## src/hw/tmr_defs.svh

```systemverilog
// Offsets, field positions, reset values and timing counts of the down timer
`ifndef TMR_DEFS_SVH
`define TMR_DEFS_SVH
`define OFF_CTRL_ONE     12'h000
`define OFF_CTRL_TWO     12'h004
`define OFF_COUNT        12'h008
`define OFF_DUTY         12'h00C
`define OFF_TONE         12'h010
`define OFF_PRESC        12'h014
`define OFF_IRQ_FLAG     12'h018
`define OFF_IRQ_ENABLE   12'h01C
`define OFF_GLOBAL_IRQ   12'h020
`define OFF_PIN_CONFIG   12'h024
`define C1_RUN           0
`define C1_RELOAD        1
`define C1_ONE_SHOT      2
`define C1_ACTIVE_LOW    6
`define C1_PULSE_EN      7
`define C2_SOURCE        5
`define C2_EDGE          4
`define C2_PRESC_N       3
`define TONE_EN          7
`define TONE_SRC         3
`define IRQ_UNDERFLOW    3
`define CFG_PULSE        0
`define CFG_TONE         1
`define RESET_BYTE       8'h00
`define RESET_PRESC_N    1'b1
`define COUNT_TOP        8'hFF
`define INST_DIV         4
`endif

```

## src/hw/tmr_pkg.sv

```systemverilog
// Types shared by the down timer files
package tmr_pkg;
  typedef logic [7:0] byte_t;
  typedef logic [2:0] ratio_t;
endpackage : tmr_pkg

```

## src/hw/down_timer_pwm_buzzer.sv

```systemverilog
// Down timer with prescaler, pulse output and tone output behind APB
//
// The APB interface to the registers and the register offsets were chosen for this implementation.
`timescale 1ns/1ps
`include "tmr_defs.svh"
module down_timer_pwm_buzzer (
  input  wire logic        pclk,
  input  wire logic        presetn,
  input  wire logic        psel,
  input  wire logic        penable,
  input  wire logic        pwrite,
  input  wire logic [11:0] paddr,
  input  wire logic [31:0] pwdata,
  output logic [31:0]      prdata,
  output logic             pready,
  output logic             pslverr,
  input  wire logic        pin_in,
  output logic             pin_out,
  output logic             pin_oe,
  output logic             irq
);
  ////////////////////////////////////////////////////////////////////////
  // Registers
  tmr_pkg::byte_t control_reg_one;
  tmr_pkg::byte_t control_reg_two;
  tmr_pkg::byte_t timer_count_value;
  tmr_pkg::byte_t reload_holding;
  tmr_pkg::byte_t pulse_duty_value;
  tmr_pkg::byte_t tone_control_reg;
  logic           underflow_flag;
  logic           underflow_irq_enable;
  logic           global_irq_enable;
  logic [1:0]     pin_config;
  logic           stopped;
  logic           pin_prev;
  logic [1:0]     inst_cnt;
  logic [7:0]     prescaler_count_value;
  logic           presc_pulse;
  logic           tone;
  logic           timer_pulse;

  ////////////////////////////////////////////////////////////////////////
  // Bus decode; single-cycle answer, no wait states
  wire access  = psel && penable;
  wire wr      = access && pwrite;
  wire hit_c1  = paddr == `OFF_CTRL_ONE;
  wire hit_c2  = paddr == `OFF_CTRL_TWO;
  wire hit_cnt = paddr == `OFF_COUNT;
  wire hit_dty = paddr == `OFF_DUTY;
  wire hit_ton = paddr == `OFF_TONE;
  wire hit_psc = paddr == `OFF_PRESC;
  wire hit_ifl = paddr == `OFF_IRQ_FLAG;
  wire hit_ien = paddr == `OFF_IRQ_ENABLE;
  wire hit_gie = paddr == `OFF_GLOBAL_IRQ;
  wire hit_cfg = paddr == `OFF_PIN_CONFIG;
  wire mapped  = hit_c1 | hit_c2 | hit_cnt | hit_dty | hit_ton | hit_psc |
                 hit_ifl | hit_ien | hit_gie | hit_cfg;
  wire wr_cnt  = wr && hit_cnt;

  // Field aliases
  wire run_enable      = control_reg_one[`C1_RUN];
  wire reload_select   = control_reg_one[`C1_RELOAD];
  wire one_shot_select = control_reg_one[`C1_ONE_SHOT];
  wire pulse_active_low = control_reg_one[`C1_ACTIVE_LOW];
  wire pulse_out_enable = control_reg_one[`C1_PULSE_EN];
  wire count_source_select = control_reg_two[`C2_SOURCE];
  wire count_edge_select   = control_reg_two[`C2_EDGE];
  wire prescaler_enable_n  = control_reg_two[`C2_PRESC_N];
  wire tone_enable    = tone_control_reg[`TONE_EN];
  wire [3:0] tone_freq_select = tone_control_reg[3:0];

  ////////////////////////////////////////////////////////////////////////
  // Count source: instruction clock is pclk divided down
  wire inst_tick = inst_cnt == 2'(`INST_DIV - 1);
  wire ext_rise  = pin_in && !pin_prev;
  wire ext_fall  = !pin_in && pin_prev;
  wire ext_tick  = count_edge_select ? ext_fall : ext_rise;
  wire src_tick  = count_source_select ? ext_tick : inst_tick;
  wire run_tick  = src_tick && run_enable && !stopped;

  pow2_divider #(.WIDTH(8)) u_presc (
    .pclk    (pclk),
    .presetn (presetn),
    .clear   (prescaler_enable_n || wr_cnt),
    .tick    (run_tick),
    .ratio   (control_reg_two[2:0]),
    .count   (prescaler_count_value),
    .pulse   (presc_pulse)
  );

  // Prescaler bypassed when enable_n is 1; its pulse lags one cycle
  wire count_tick = prescaler_enable_n ? run_tick : presc_pulse;
  wire underflow  = count_tick && timer_count_value == 8'h00;
  wire [7:0] next_count = !underflow ? timer_count_value - 8'h01 :
                          (one_shot_select ? 8'h00 :
                           (reload_select ? reload_holding : `COUNT_TOP));

  ////////////////////////////////////////////////////////////////////////
  // Instruction clock divider and edge history
  always_ff @(posedge pclk or negedge presetn) begin
    if (!presetn) begin
      inst_cnt <= 2'h0;
      pin_prev <= 1'b0;
    end else begin
      inst_cnt <= inst_tick ? 2'h0 : inst_cnt + 2'h1;
      pin_prev <= pin_in;
    end
  end

  // Control registers written by software
  always_ff @(posedge pclk or negedge presetn) begin
    if (!presetn) begin
      control_reg_one      <= `RESET_BYTE;
      control_reg_two      <= {4'h0, `RESET_PRESC_N, 3'h0};
      pulse_duty_value     <= `RESET_BYTE;
      tone_control_reg     <= `RESET_BYTE;
      underflow_irq_enable <= 1'b0;
      global_irq_enable    <= 1'b0;
      pin_config           <= 2'h0;
    end else if (wr) begin
      if (hit_c1)  control_reg_one      <= pwdata[7:0];
      if (hit_c2)  control_reg_two      <= {2'h0, pwdata[5:0]};
      if (hit_dty) pulse_duty_value     <= pwdata[7:0];
      if (hit_ton) tone_control_reg     <= {pwdata[7], 3'h0, pwdata[3:0]};
      if (hit_ien) underflow_irq_enable <= pwdata[`IRQ_UNDERFLOW];
      if (hit_gie) global_irq_enable    <= pwdata[0];
      if (hit_cfg) pin_config           <= pwdata[1:0];
    end
  end

  // Counter, reload holding and one-shot stop
  always_ff @(posedge pclk or negedge presetn) begin
    if (!presetn) begin
      timer_count_value <= `RESET_BYTE;
      reload_holding    <= `RESET_BYTE;
      stopped           <= 1'b0;
      timer_pulse       <= 1'b0;
    end else begin
      timer_pulse <= underflow;
      if (wr_cnt) begin
        reload_holding    <= pwdata[7:0];
        timer_count_value <= pwdata[7:0];
        stopped           <= 1'b0;
      end else if (count_tick) begin
        timer_count_value <= next_count;
        if (underflow && one_shot_select)
          stopped <= 1'b1;
      end
      if (wr && hit_c1 && !pwdata[`C1_RUN])
        stopped <= 1'b0;
    end
  end

  // Sticky flag; a set in the clearing cycle wins
  always_ff @(posedge pclk or negedge presetn) begin
    if (!presetn)
      underflow_flag <= 1'b0;
    else if (underflow)
      underflow_flag <= 1'b1;
    else if (wr && hit_ifl && !pwdata[`IRQ_UNDERFLOW])
      underflow_flag <= 1'b0;
  end

  ////////////////////////////////////////////////////////////////////////
  // Tone generator fed by prescaler or timer events
  tone_gen u_tone (
    .pclk      (pclk),
    .presetn   (presetn),
    .enable    (tone_enable),
    .src_pulse (tone_freq_select[`TONE_SRC] ? timer_pulse : presc_pulse),
    .ratio     (tone_freq_select[2:0]),
    .tone      (tone)
  );

  // Pulse level: active on counts 1..duty, so duty N gives N counts a frame
  // and duty 0 is never active; the underflow count itself stays inactive
  wire pulse_active = (timer_count_value != 8'h00) &&
                      (timer_count_value <= pulse_duty_value);
  wire pulse_output = pulse_active ^ pulse_active_low;
  wire pulse_sel  = pulse_out_enable && pin_config[`CFG_PULSE];
  wire tone_sel   = tone_enable && pin_config[`CFG_TONE];
  // Pin stays input while it is the count source
  wire drive_pin  = (pulse_sel || tone_sel) && !count_source_select;

  // Read mux
  wire [31:0] rd_val =
      hit_c1  ? {24'h0, control_reg_one} :
      hit_c2  ? {24'h0, control_reg_two} :
      hit_cnt ? {24'h0, timer_count_value} :
      hit_dty ? {24'h0, pulse_duty_value} :
      hit_ton ? {24'h0, tone_control_reg} :
      hit_psc ? {24'h0, prescaler_count_value} :
      hit_ifl ? {28'h0, underflow_flag, 3'h0} :
      hit_ien ? {28'h0, underflow_irq_enable, 3'h0} :
      hit_gie ? {31'h0, global_irq_enable} :
      hit_cfg ? {30'h0, pin_config} : 32'h0;

  // Registered outputs
  always_ff @(posedge pclk or negedge presetn) begin
    if (!presetn) begin
      prdata  <= 32'h0;
      pready  <= 1'b0;
      pslverr <= 1'b0;
      pin_out <= 1'b0;
      pin_oe  <= 1'b0;
      irq     <= 1'b0;
    end else begin
      pready  <= psel && !penable;
      pslverr <= psel && !penable && !mapped;
      if (psel && !penable)
        prdata <= rd_val;
      pin_out <= pulse_sel ? pulse_output : tone;
      pin_oe  <= drive_pin;
      irq     <= underflow_flag && underflow_irq_enable && global_irq_enable;
    end
  end
endmodule : down_timer_pwm_buzzer

```

## src/hw/pow2_divider.sv

```systemverilog
// Power-of-two event divider with a readable count
`timescale 1ns/1ps
module pow2_divider #(
  parameter int WIDTH = 8
) (
  input  wire logic                pclk,
  input  wire logic                presetn,
  input  wire logic                clear,
  input  wire logic                tick,
  input  wire tmr_pkg::ratio_t     ratio,
  output logic [WIDTH-1:0]         count,
  output logic                     pulse
);
  // Terminal value for ratio 2^(ratio+1)
  wire [WIDTH-1:0] last = WIDTH'((9'h002 << ratio) - 9'h001);
  wire             wrap = tick && (count >= last);

  // Counter wraps at the selected ratio
  always_ff @(posedge pclk or negedge presetn) begin
    if (!presetn) begin
      count <= '0;
      pulse <= 1'b0;
    end else begin
      pulse <= wrap;
      if (clear)
        count <= '0;
      else if (wrap)
        count <= '0;
      else if (tick)
        count <= count + 1'b1;
    end
  end
endmodule : pow2_divider

```

## src/hw/tone_gen.sv

```systemverilog
// Tone square wave: divided source toggles the output
`timescale 1ns/1ps
module tone_gen (
  input  wire logic            pclk,
  input  wire logic            presetn,
  input  wire logic            enable,
  input  wire logic            src_pulse,
  input  wire tmr_pkg::ratio_t ratio,
  output logic                 tone
);
  logic       div_pulse;

  pow2_divider #(.WIDTH(8)) u_div (
    .pclk    (pclk),
    .presetn (presetn),
    .clear   (!enable),
    .tick    (src_pulse),
    .ratio   (ratio),
    .count   (),
    .pulse   (div_pulse)
  );

  // Toggle per divided event; idles low when off
  always_ff @(posedge pclk or negedge presetn) begin
    if (!presetn)
      tone <= 1'b0;
    else if (!enable)
      tone <= 1'b0;
    else if (div_pulse)
      tone <= !tone;
  end
endmodule : tone_gen

```

## config.mk

```make
export PLATFORM = sky130hd
export DESIGN_NAME = down_timer_pwm_buzzer
export DESIGN_NICKNAME = d
export VERILOG_FILES = /design/src/hw/tmr_pkg.sv /design/src/hw/down_timer_pwm_buzzer.sv /design/src/hw/pow2_divider.sv /design/src/hw/tone_gen.sv
export VERILOG_INCLUDE_DIRS = /design/src /design/src/hw
export SDC_FILE = /design/constraint.sdc
export NUM_CORES = 1
export LEC_CHECK = 0
export BUFFER_PORTS_ARGS = -buffer_cell sky130_fd_sc_hd__buf_2
export CORE_ASPECT_RATIO = 1.2
export CORE_MARGIN = 3
export CORE_UTILIZATION = 40
export CTS_CLUSTER_DIAMETER = 30
export CTS_CLUSTER_SIZE = 8
export DETAILED_ROUTE_END_ITERATION = 6
export PLACE_DENSITY_LB_ADDON = 0.25
export SYNTH_ARGS = -nofsm -noshare
export SYNTH_HDL_FRONTEND = slang
export SYNTH_HIERARCHICAL = 1
export SYNTH_SLANG_ARGS = --single-unit
```

## constraint.sdc

```tcl
create_clock -name pclk -period 8.84 [get_ports pclk]
set_input_delay 0.884 -clock pclk [delete_from_list [all_inputs] [get_ports pclk]]
set_output_delay 0.884 -clock pclk [all_outputs]
set_load 0.01 [all_outputs]
```

==> qor.txt, run 1 <==
worst r2r src -> control_reg_two[1]$_DFFE_PN0P_
status -> finished, final reports clean
commonest cells in the synthesized netlist -> dfrtp_1 (84), nand2_1 (57), a21oi_1 (38)
Crit Path Category -> reg -> reg
Seq/Total Area, Yosys -> 39.7%
Post-CTS Setup Repair Bufs -> 0
Area growth syn-to-layout -> 9.30%
Hold Crit Class -> reg -> reg
Internal -> 0.661 mW
max-cap viol count -> 0
Sink Count -> 85
leakage power -> 2.78 nW
TNS Setup -> 0 ns
# diodes -> 0
GPL Wtd Cong -> 0.899
core area -> 12900 um2
Starting Density -> 41.5%
Hold Path Depth -> 1
number of distinct library cells after synthesis -> 70
via/cell ratio -> 5.68
via count -> 4228
r2r setup slk -> 5.15 ns
Post-synth EDFFs -> 0
Row Count -> 45
vias in the first global route -> 4137
Reg2Reg Depth -> 11
Crit path largest cell delay -> 0.69 ns
CTS buffer count -> 9
Psw -> 0.190 mW
Warnings, synthesis -> 6
Die ar. -> 14800 um2
Worst EP required -> 9.07 ns
cell mode on critical path -> ha_1
Power Density -> 145 nW/um2
relative max-transition margin -> 27.9%
hold endpoint -> inst_cnt[0]$_DFF_PN0_
final period utilization -> 41.7%
first-pass GRT wire length -> 21400 um
clk_skew -> 0.00955 ns
sequential share of power -> 46.3%
root buffer cell -> clkbuf_16
HP Start -> inst_cnt[0]$_DFF_PN0_
f_max -> 0.271 GHz
Routed wire per std cell -> 17.7 um
die width -> 112 um
Mapped Area -> 5360 um2
Post-CTS Hold Buffers -> 0
Synth Flop Type -> dfrtp_1
peak supply drop -> 0.0748 mV
FFs w/ async S/R, synth -> 100%
clk_lat worst skew -> 0.34 ns
CP Launch Type -> register
layout cells sized above 1 -> 20.3%
Worst path slowest cell -> a311oi_2
HPWL after DPL -> 9580 um
area leader, netlist -> dfrtp_1
delay-heaviest family, CP -> compound AO/OA/AOI/OAI gates
Setup crit end kind -> register
nets@finish -> 654
Synth area leaders -> dfrtp_1 (39%), ha_1 (6.5%), mux2_2 (5.3%)
Clk pwr share -> 48.1%
Boundary Pins -> 87
Avg Inst Size Synth -> 9.77 um2
Hold Vio Cnt, Final -> 0
Total GRT Usage -> 18.0%
Yosys reg bits -> 85
First DRT Iteration DRCs -> 318
TritonRoute pass-1 iters -> 5
Buf/Inv on CP -> 1
crit-path cells -> or3_1 > ha_1 > xor2_1 > nor2_1 > a21oi_1 > ha_1 > and3_4 > a221o_1 > a311oi_2 > inv_1 > o311ai_2
IO buf count -> 38
Final setup viols -> 0
RSZ-0062 raised after global routing -> false
clk buf depth -> 2
largest net degree at the start of global routing -> 86
H-tree depth -> 3
maximum fanout along the worst path -> 12
top-area cell type share of the netlist area -> 39.2%
initial antenna violation count -> 0
Design Power -> 0.851 mW
Die Y -> 133 um
post-CTS sizing -> 0
Final ANT Viol Nets -> 0
cell count after synthesis -> 548
drt drc -> 0
post-layout min period -> 3.69 ns
final WL -> 13200 um
reg-to-reg critical path endpoint -> u_presc/count[5]$_DFFE_PN0P_
Sw Ratio -> 22.4%
Max Slew Vio Count -> 0
most numerous cell in the Yosys netlist -> dfrtp_1
CTS tree -> done
CP arrival -> 3.92 ns
Congestion Overflow GR -> 0
CTS clock-pin slew for the worst setup and hold paths -> 0.06 ns
Least-Margin Pin Slew -> 1.08 ns
combinational share of power -> 5.6%
through the flow:
stage / setup slack [ns] / cells / hold slack (ns) / utilization, % / instance area [um2]
floorplan: 5.78 / 571 / 0.403 / - / 5440
global placement: 5.01 / 729 / 0.415 / 42.9 / 5540
detailed placement: 4.95 / 729 / 0.424 / 42.9 / 5540
CTS: 5.17 / 745 / 0.430 / 45.4 / 5850
global route: 4.87 / 745 / 0.440 / 45.4 / 5850
finish: 5.15 / 745 / 0.428 / 45.4 / 5850
how the worst max path moves through the flow:
stage                                     from                                end  depth (start not counted)
6_report        control_reg_two[1]$_DFFE_PN0P_       u_presc/count[5]$_DFFE_PN0P_                         11
5_1_grt         control_reg_two[1]$_DFFE_PN0P_       u_presc/count[5]$_DFFE_PN0P_                         11
3_3_place_gp                          paddr[2]       u_presc/count[5]$_DFFE_PN0P_                          8
3_5_place_dp                          paddr[2]       u_presc/count[5]$_DFFE_PN0P_                          8
2_1_floorplan  tone_control_reg[1]$_DFFE_PN0P_  u_tone/u_div/count[2]$_DFFE_PN0P_                         13
4_1_cts         control_reg_two[1]$_DFFE_PN0P_       u_presc/count[5]$_DFFE_PN0P_                         11
cells by family (layout without fill, tap and decap cells):
group | after synthesis | count (layout) | share of synthesized area [%]
AND/OR/NAND/NOR | 188 | 188 | 18.6
other | 1 | 24 | 0.0700
buffers and inverters | 68 | 78 | 7.38
AO/OA/AOI/OAI | 124 | 124 | 15.7
flip-flops | 85 | 85 | 39.7
multiplexers | 49 | 49 | 11.2
XOR/XNOR | 5 | 5 | 0.818
adder cells (fa/ha/maj) | 28 | 28 | 6.54
power by group through the flow:
stage                     Clock (mW)  Combinational [mW]  Sequential (mW)
after floorplan                    0              0.0306            0.402
after global placement             0              0.0479            0.401
after detailed placement           0              0.0482            0.401
after CTS                      0.417              0.0483            0.394
after global routing           0.434              0.0530            0.394
final                          0.409              0.0480            0.394
per-layer routing:
layer  vias up  GRT usage (%)  share of wire, %
li1       1997              -                 -
met1      2086           24.0                46
met2       121           29.5                48
met3        24           3.06               4.2
met4         0           6.63               2.5
met5         -              0                 0
layout by cell type, fill, tap and decap left out, drive strengths merged, types with 5 or more instances in the layout:
cell | Yosys | layout
a21o | 8 | 8
a21oi | 38 | 38
a221oi | 5 | 5
a22o | 5 | 5
a31oi | 8 | 8
and3 | 8 | 8
buf | 36 | 38
clkbuf | 8 | 12
conb | 1 | 24
dfrtp | 84 | 84
ha | 28 | 28
inv | 24 | 24
mux2 | 33 | 33
mux2i | 13 | 13
nand2 | 57 | 57
nand2b | 10 | 10
nand3 | 14 | 14
nand4 | 5 | 5
nor2 | 41 | 41
nor2b | 6 | 6
nor3 | 12 | 12
o21ai | 23 | 23
o31ai | 8 | 8
or2 | 7 | 7
or3 | 9 | 9
final cells by class:
cell class,count,area [um2]
Clock buffer,12,246
Clock inverter,4,72.6
Fill cell,1261,7040
Inverter,24,90.1
Multi-Input combinational cell,418,2920
Sequential cell,85,2130
Tap cell,164,205
Timing Repair Buffer,38,193
(Power assumes the default switching activity.)
==> inputs of run 2 (changes only) <==
clock period = 3.4 ns   (was 8.84 ns; I/O delays follow)
==> qor.txt, run 2 (synthesized netlist as in run 1, its figures left out) <==
max-cap viol count -> 0 (unchanged)
Max Slew Vio Count -> 0 (unchanged)
IO buf count -> 38 (unchanged)
largest net degree at the start of global routing -> 86 (unchanged)
Die Y -> 133 um (unchanged)
Worst EP required -> 3.68 ns (-5.39 ns)
initial antenna violation count -> 0 (unchanged)
drt drc -> 0 (unchanged)
CP Launch Type -> register
CTS clock-pin slew for the worst setup and hold paths -> 0.06 ns (about the same)
clk_lat worst skew -> 0.34 ns (about the same)
most common cell after layout, fill and taps aside -> dfrtp_1
Power Density -> 375 nW/um2 (+160%)
Sink Count -> 85 (unchanged)
Final setup viols -> 0 (unchanged)
peak supply drop -> 0.258 mV (+250%)
post-CTS sizing -> 0 (unchanged)
f_max -> 0.313 GHz (+16%)
Boundary Pins -> 87 (unchanged)
sequential share of power -> 46.2% (about the same)
via count -> 4217 (-0.26%)
RSZ-0062 raised after global routing -> false
HP Start -> pin_in
CTS buffer count -> 9 (unchanged)
status -> finished, final reports clean
Hold Crit Class -> in -> reg
root buffer cell -> clkbuf_16
worst r2r src -> tone_control_reg[2]$_DFFE_PN0P_
Fill cells -> 1227 (-2.7%)
maximum fanout along the worst path -> 14 (+2)
clk_skew -> 0.00737 ns (-0.00218 ns)
GPL Wtd Cong -> 0.889 (-1.1%)
leakage power -> 2.82 nW (+1.4%)
commonest cells after routing, fill and taps aside -> dfrtp_1 (84), nand2_1 (57), a21oi_1 (38)
Post-CTS Hold Buffers -> 0 (unchanged)
Clk pwr share -> 48.2% (about the same)
Routed wire per std cell -> 17.4 um (-1.6%)
Row Count -> 45 (unchanged)
TNS Setup -> 0 ns (unchanged)
Setup crit end kind -> register
Final ANT Viol Nets -> 0 (unchanged)
Internal -> 1.70 mW (+160%)
Reg2Reg Depth -> 12 (+1)
Crit Path Category -> reg -> reg
First DRT Iteration DRCs -> 285 (-10%)
clk buf depth -> 2 (unchanged)
relative max-transition margin -> 27.8% (-0.10 points)
final WL -> 13100 um (-0.70%)
Least-Margin Pin Slew -> 1.08 ns (+0.00153 ns)
Congestion Overflow GR -> 0 (unchanged)
# diodes -> 0 (unchanged)
Starting Density -> 41.5% (unchanged)
core area -> 12900 um2 (unchanged)
CP startpoint -> tone_control_reg[2]$_DFFE_PN0P_
vias in the first global route -> 3901 (-5.7%)
layout cells sized above 1 -> 21.6% (+1.3 points)
Psw -> 0.515 mW (+170%)
Area growth syn-to-layout -> 10.4%
pre-CTS setup slack -> 0.259 ns (-4.69 ns)
H-tree depth -> 3 (unchanged)
Hold Path Depth -> 1 (unchanged)
PnR worst setup slack -> 0.208 ns (-4.94 ns)
final period utilization -> 93.9% (+52 points)
Total GRT Usage -> 17.5% (-0.49 points)
nets@finish -> 661 (+1.1%)
Die ar. -> 14800 um2 (unchanged)
via/cell ratio -> 5.61 (-1.2%)
Hold Vio Cnt, Final -> 0 (unchanged)
HPWL after DPL -> 9490 um (-0.94%)
post-layout min period -> 3.19 ns (-0.497 ns)
CTS tree -> done
CP arrival -> 3.47 ns (-0.45 ns)
Post-CTS Setup Repair Bufs -> 0 (unchanged)
first-pass GRT wire length -> 20800 um (-3.0%)
combinational share of power -> 5.7% (about the same)
die width -> 112 um (unchanged)
Sw Ratio -> 23.2% (+0.87 points)
TritonRoute pass-1 iters -> 5 (unchanged)
[run 2: cell count changes in the layout (fill, tap and decap cells not counted)]
cell	delta
buf_4	+7
clkbuf_1	-2
clkinv_4	+2
clkbuf_8	-1
inv_6	+1
[run 2: critical path, cell delays in order, from the launching register on]
cell and delay (ns):
dfrtp_1 0.48, or3_1 0.38, ha_1 0.28, xor2_1 0.17
nor2_1 0.12, a21oi_1 0.06, ha_1 0.31, and3_4 0.19
a221o_1 0.37, a311oi_2 0.26, buf_4 0.23, and3_2 0.19
a221o_2 0.09
[run 2: worst paths after layout]
path	to	slack [ns]
max in group asynchronous	u_presc/count[0]$_DFFE_PN0P_	2.50
min in group asynchronous	timer_count_value[3]$_DFFE_PN0N_	0.18
min reg2reg	inst_cnt[0]$_DFF_PN0_	0.42
max	u_tone/u_div/count[6]$_DFFE_PN0P_	0.21
min	pin_prev$_DFF_PN0_	0.14
max reg2reg	u_tone/u_div/count[6]$_DFFE_PN0P_	0.21
[run 2: power groups by stage]
stage | logic, mW | clock network, mW | registers [mW]
after CTS | 0.127 | 1.09 | 1.02
after global routing | 0.140 | 1.14 | 1.02
after detailed placement | 0.126 | 0 | 1.04
after floorplan | 0.0795 | 0 | 1.05
after global placement | 0.125 | 0 | 1.04
final | 0.125 | 1.07 | 1.02
[run 2: layout make-up]
cell class / count / area [um2] / share of cell area, %
Clock buffer: 9 / 225 / 3.81
Inverter: 24 / 90.1 / 1.52
Multi-Input combinational cell: 418 / 2920 / 49.4
Tap cell: 164 / 205 / 3.47
Sequential cell: 85 / 2130 / 36.0
Clock inverter: 7 / 98.8 / 1.67
Timing Repair Buffer: 45 / 245 / 4.15
[run 2: through the flow]
step | utilization, % | power, mW | hold slack, ns | std cells | area [um2]
2_1_floorplan | - | 1.13 | 0.0444 | 571 | 5440
3_3_place_gp | 43.3 | 1.17 | 0.414 | 736 | 5590
3_5_place_dp | 43.3 | 1.17 | 0.419 | 736 | 5590
4_1_cts | 45.9 | 2.24 | 0.131 | 752 | 5910
5_1_grt | 45.9 | 2.30 | 0.143 | 752 | 5910
6_report | 45.9 | 2.22 | 0.145 | 752 | 5910
[run 2: layer usage]
metal	global-route usage [%]	up-vias	share of wire, %
met4	6.02	0	2.4
met2	27.6	142	46
met3	3.89	24	5.4
met5	0	-	0
met1	23.9	2049	46
li1	-	2002	-
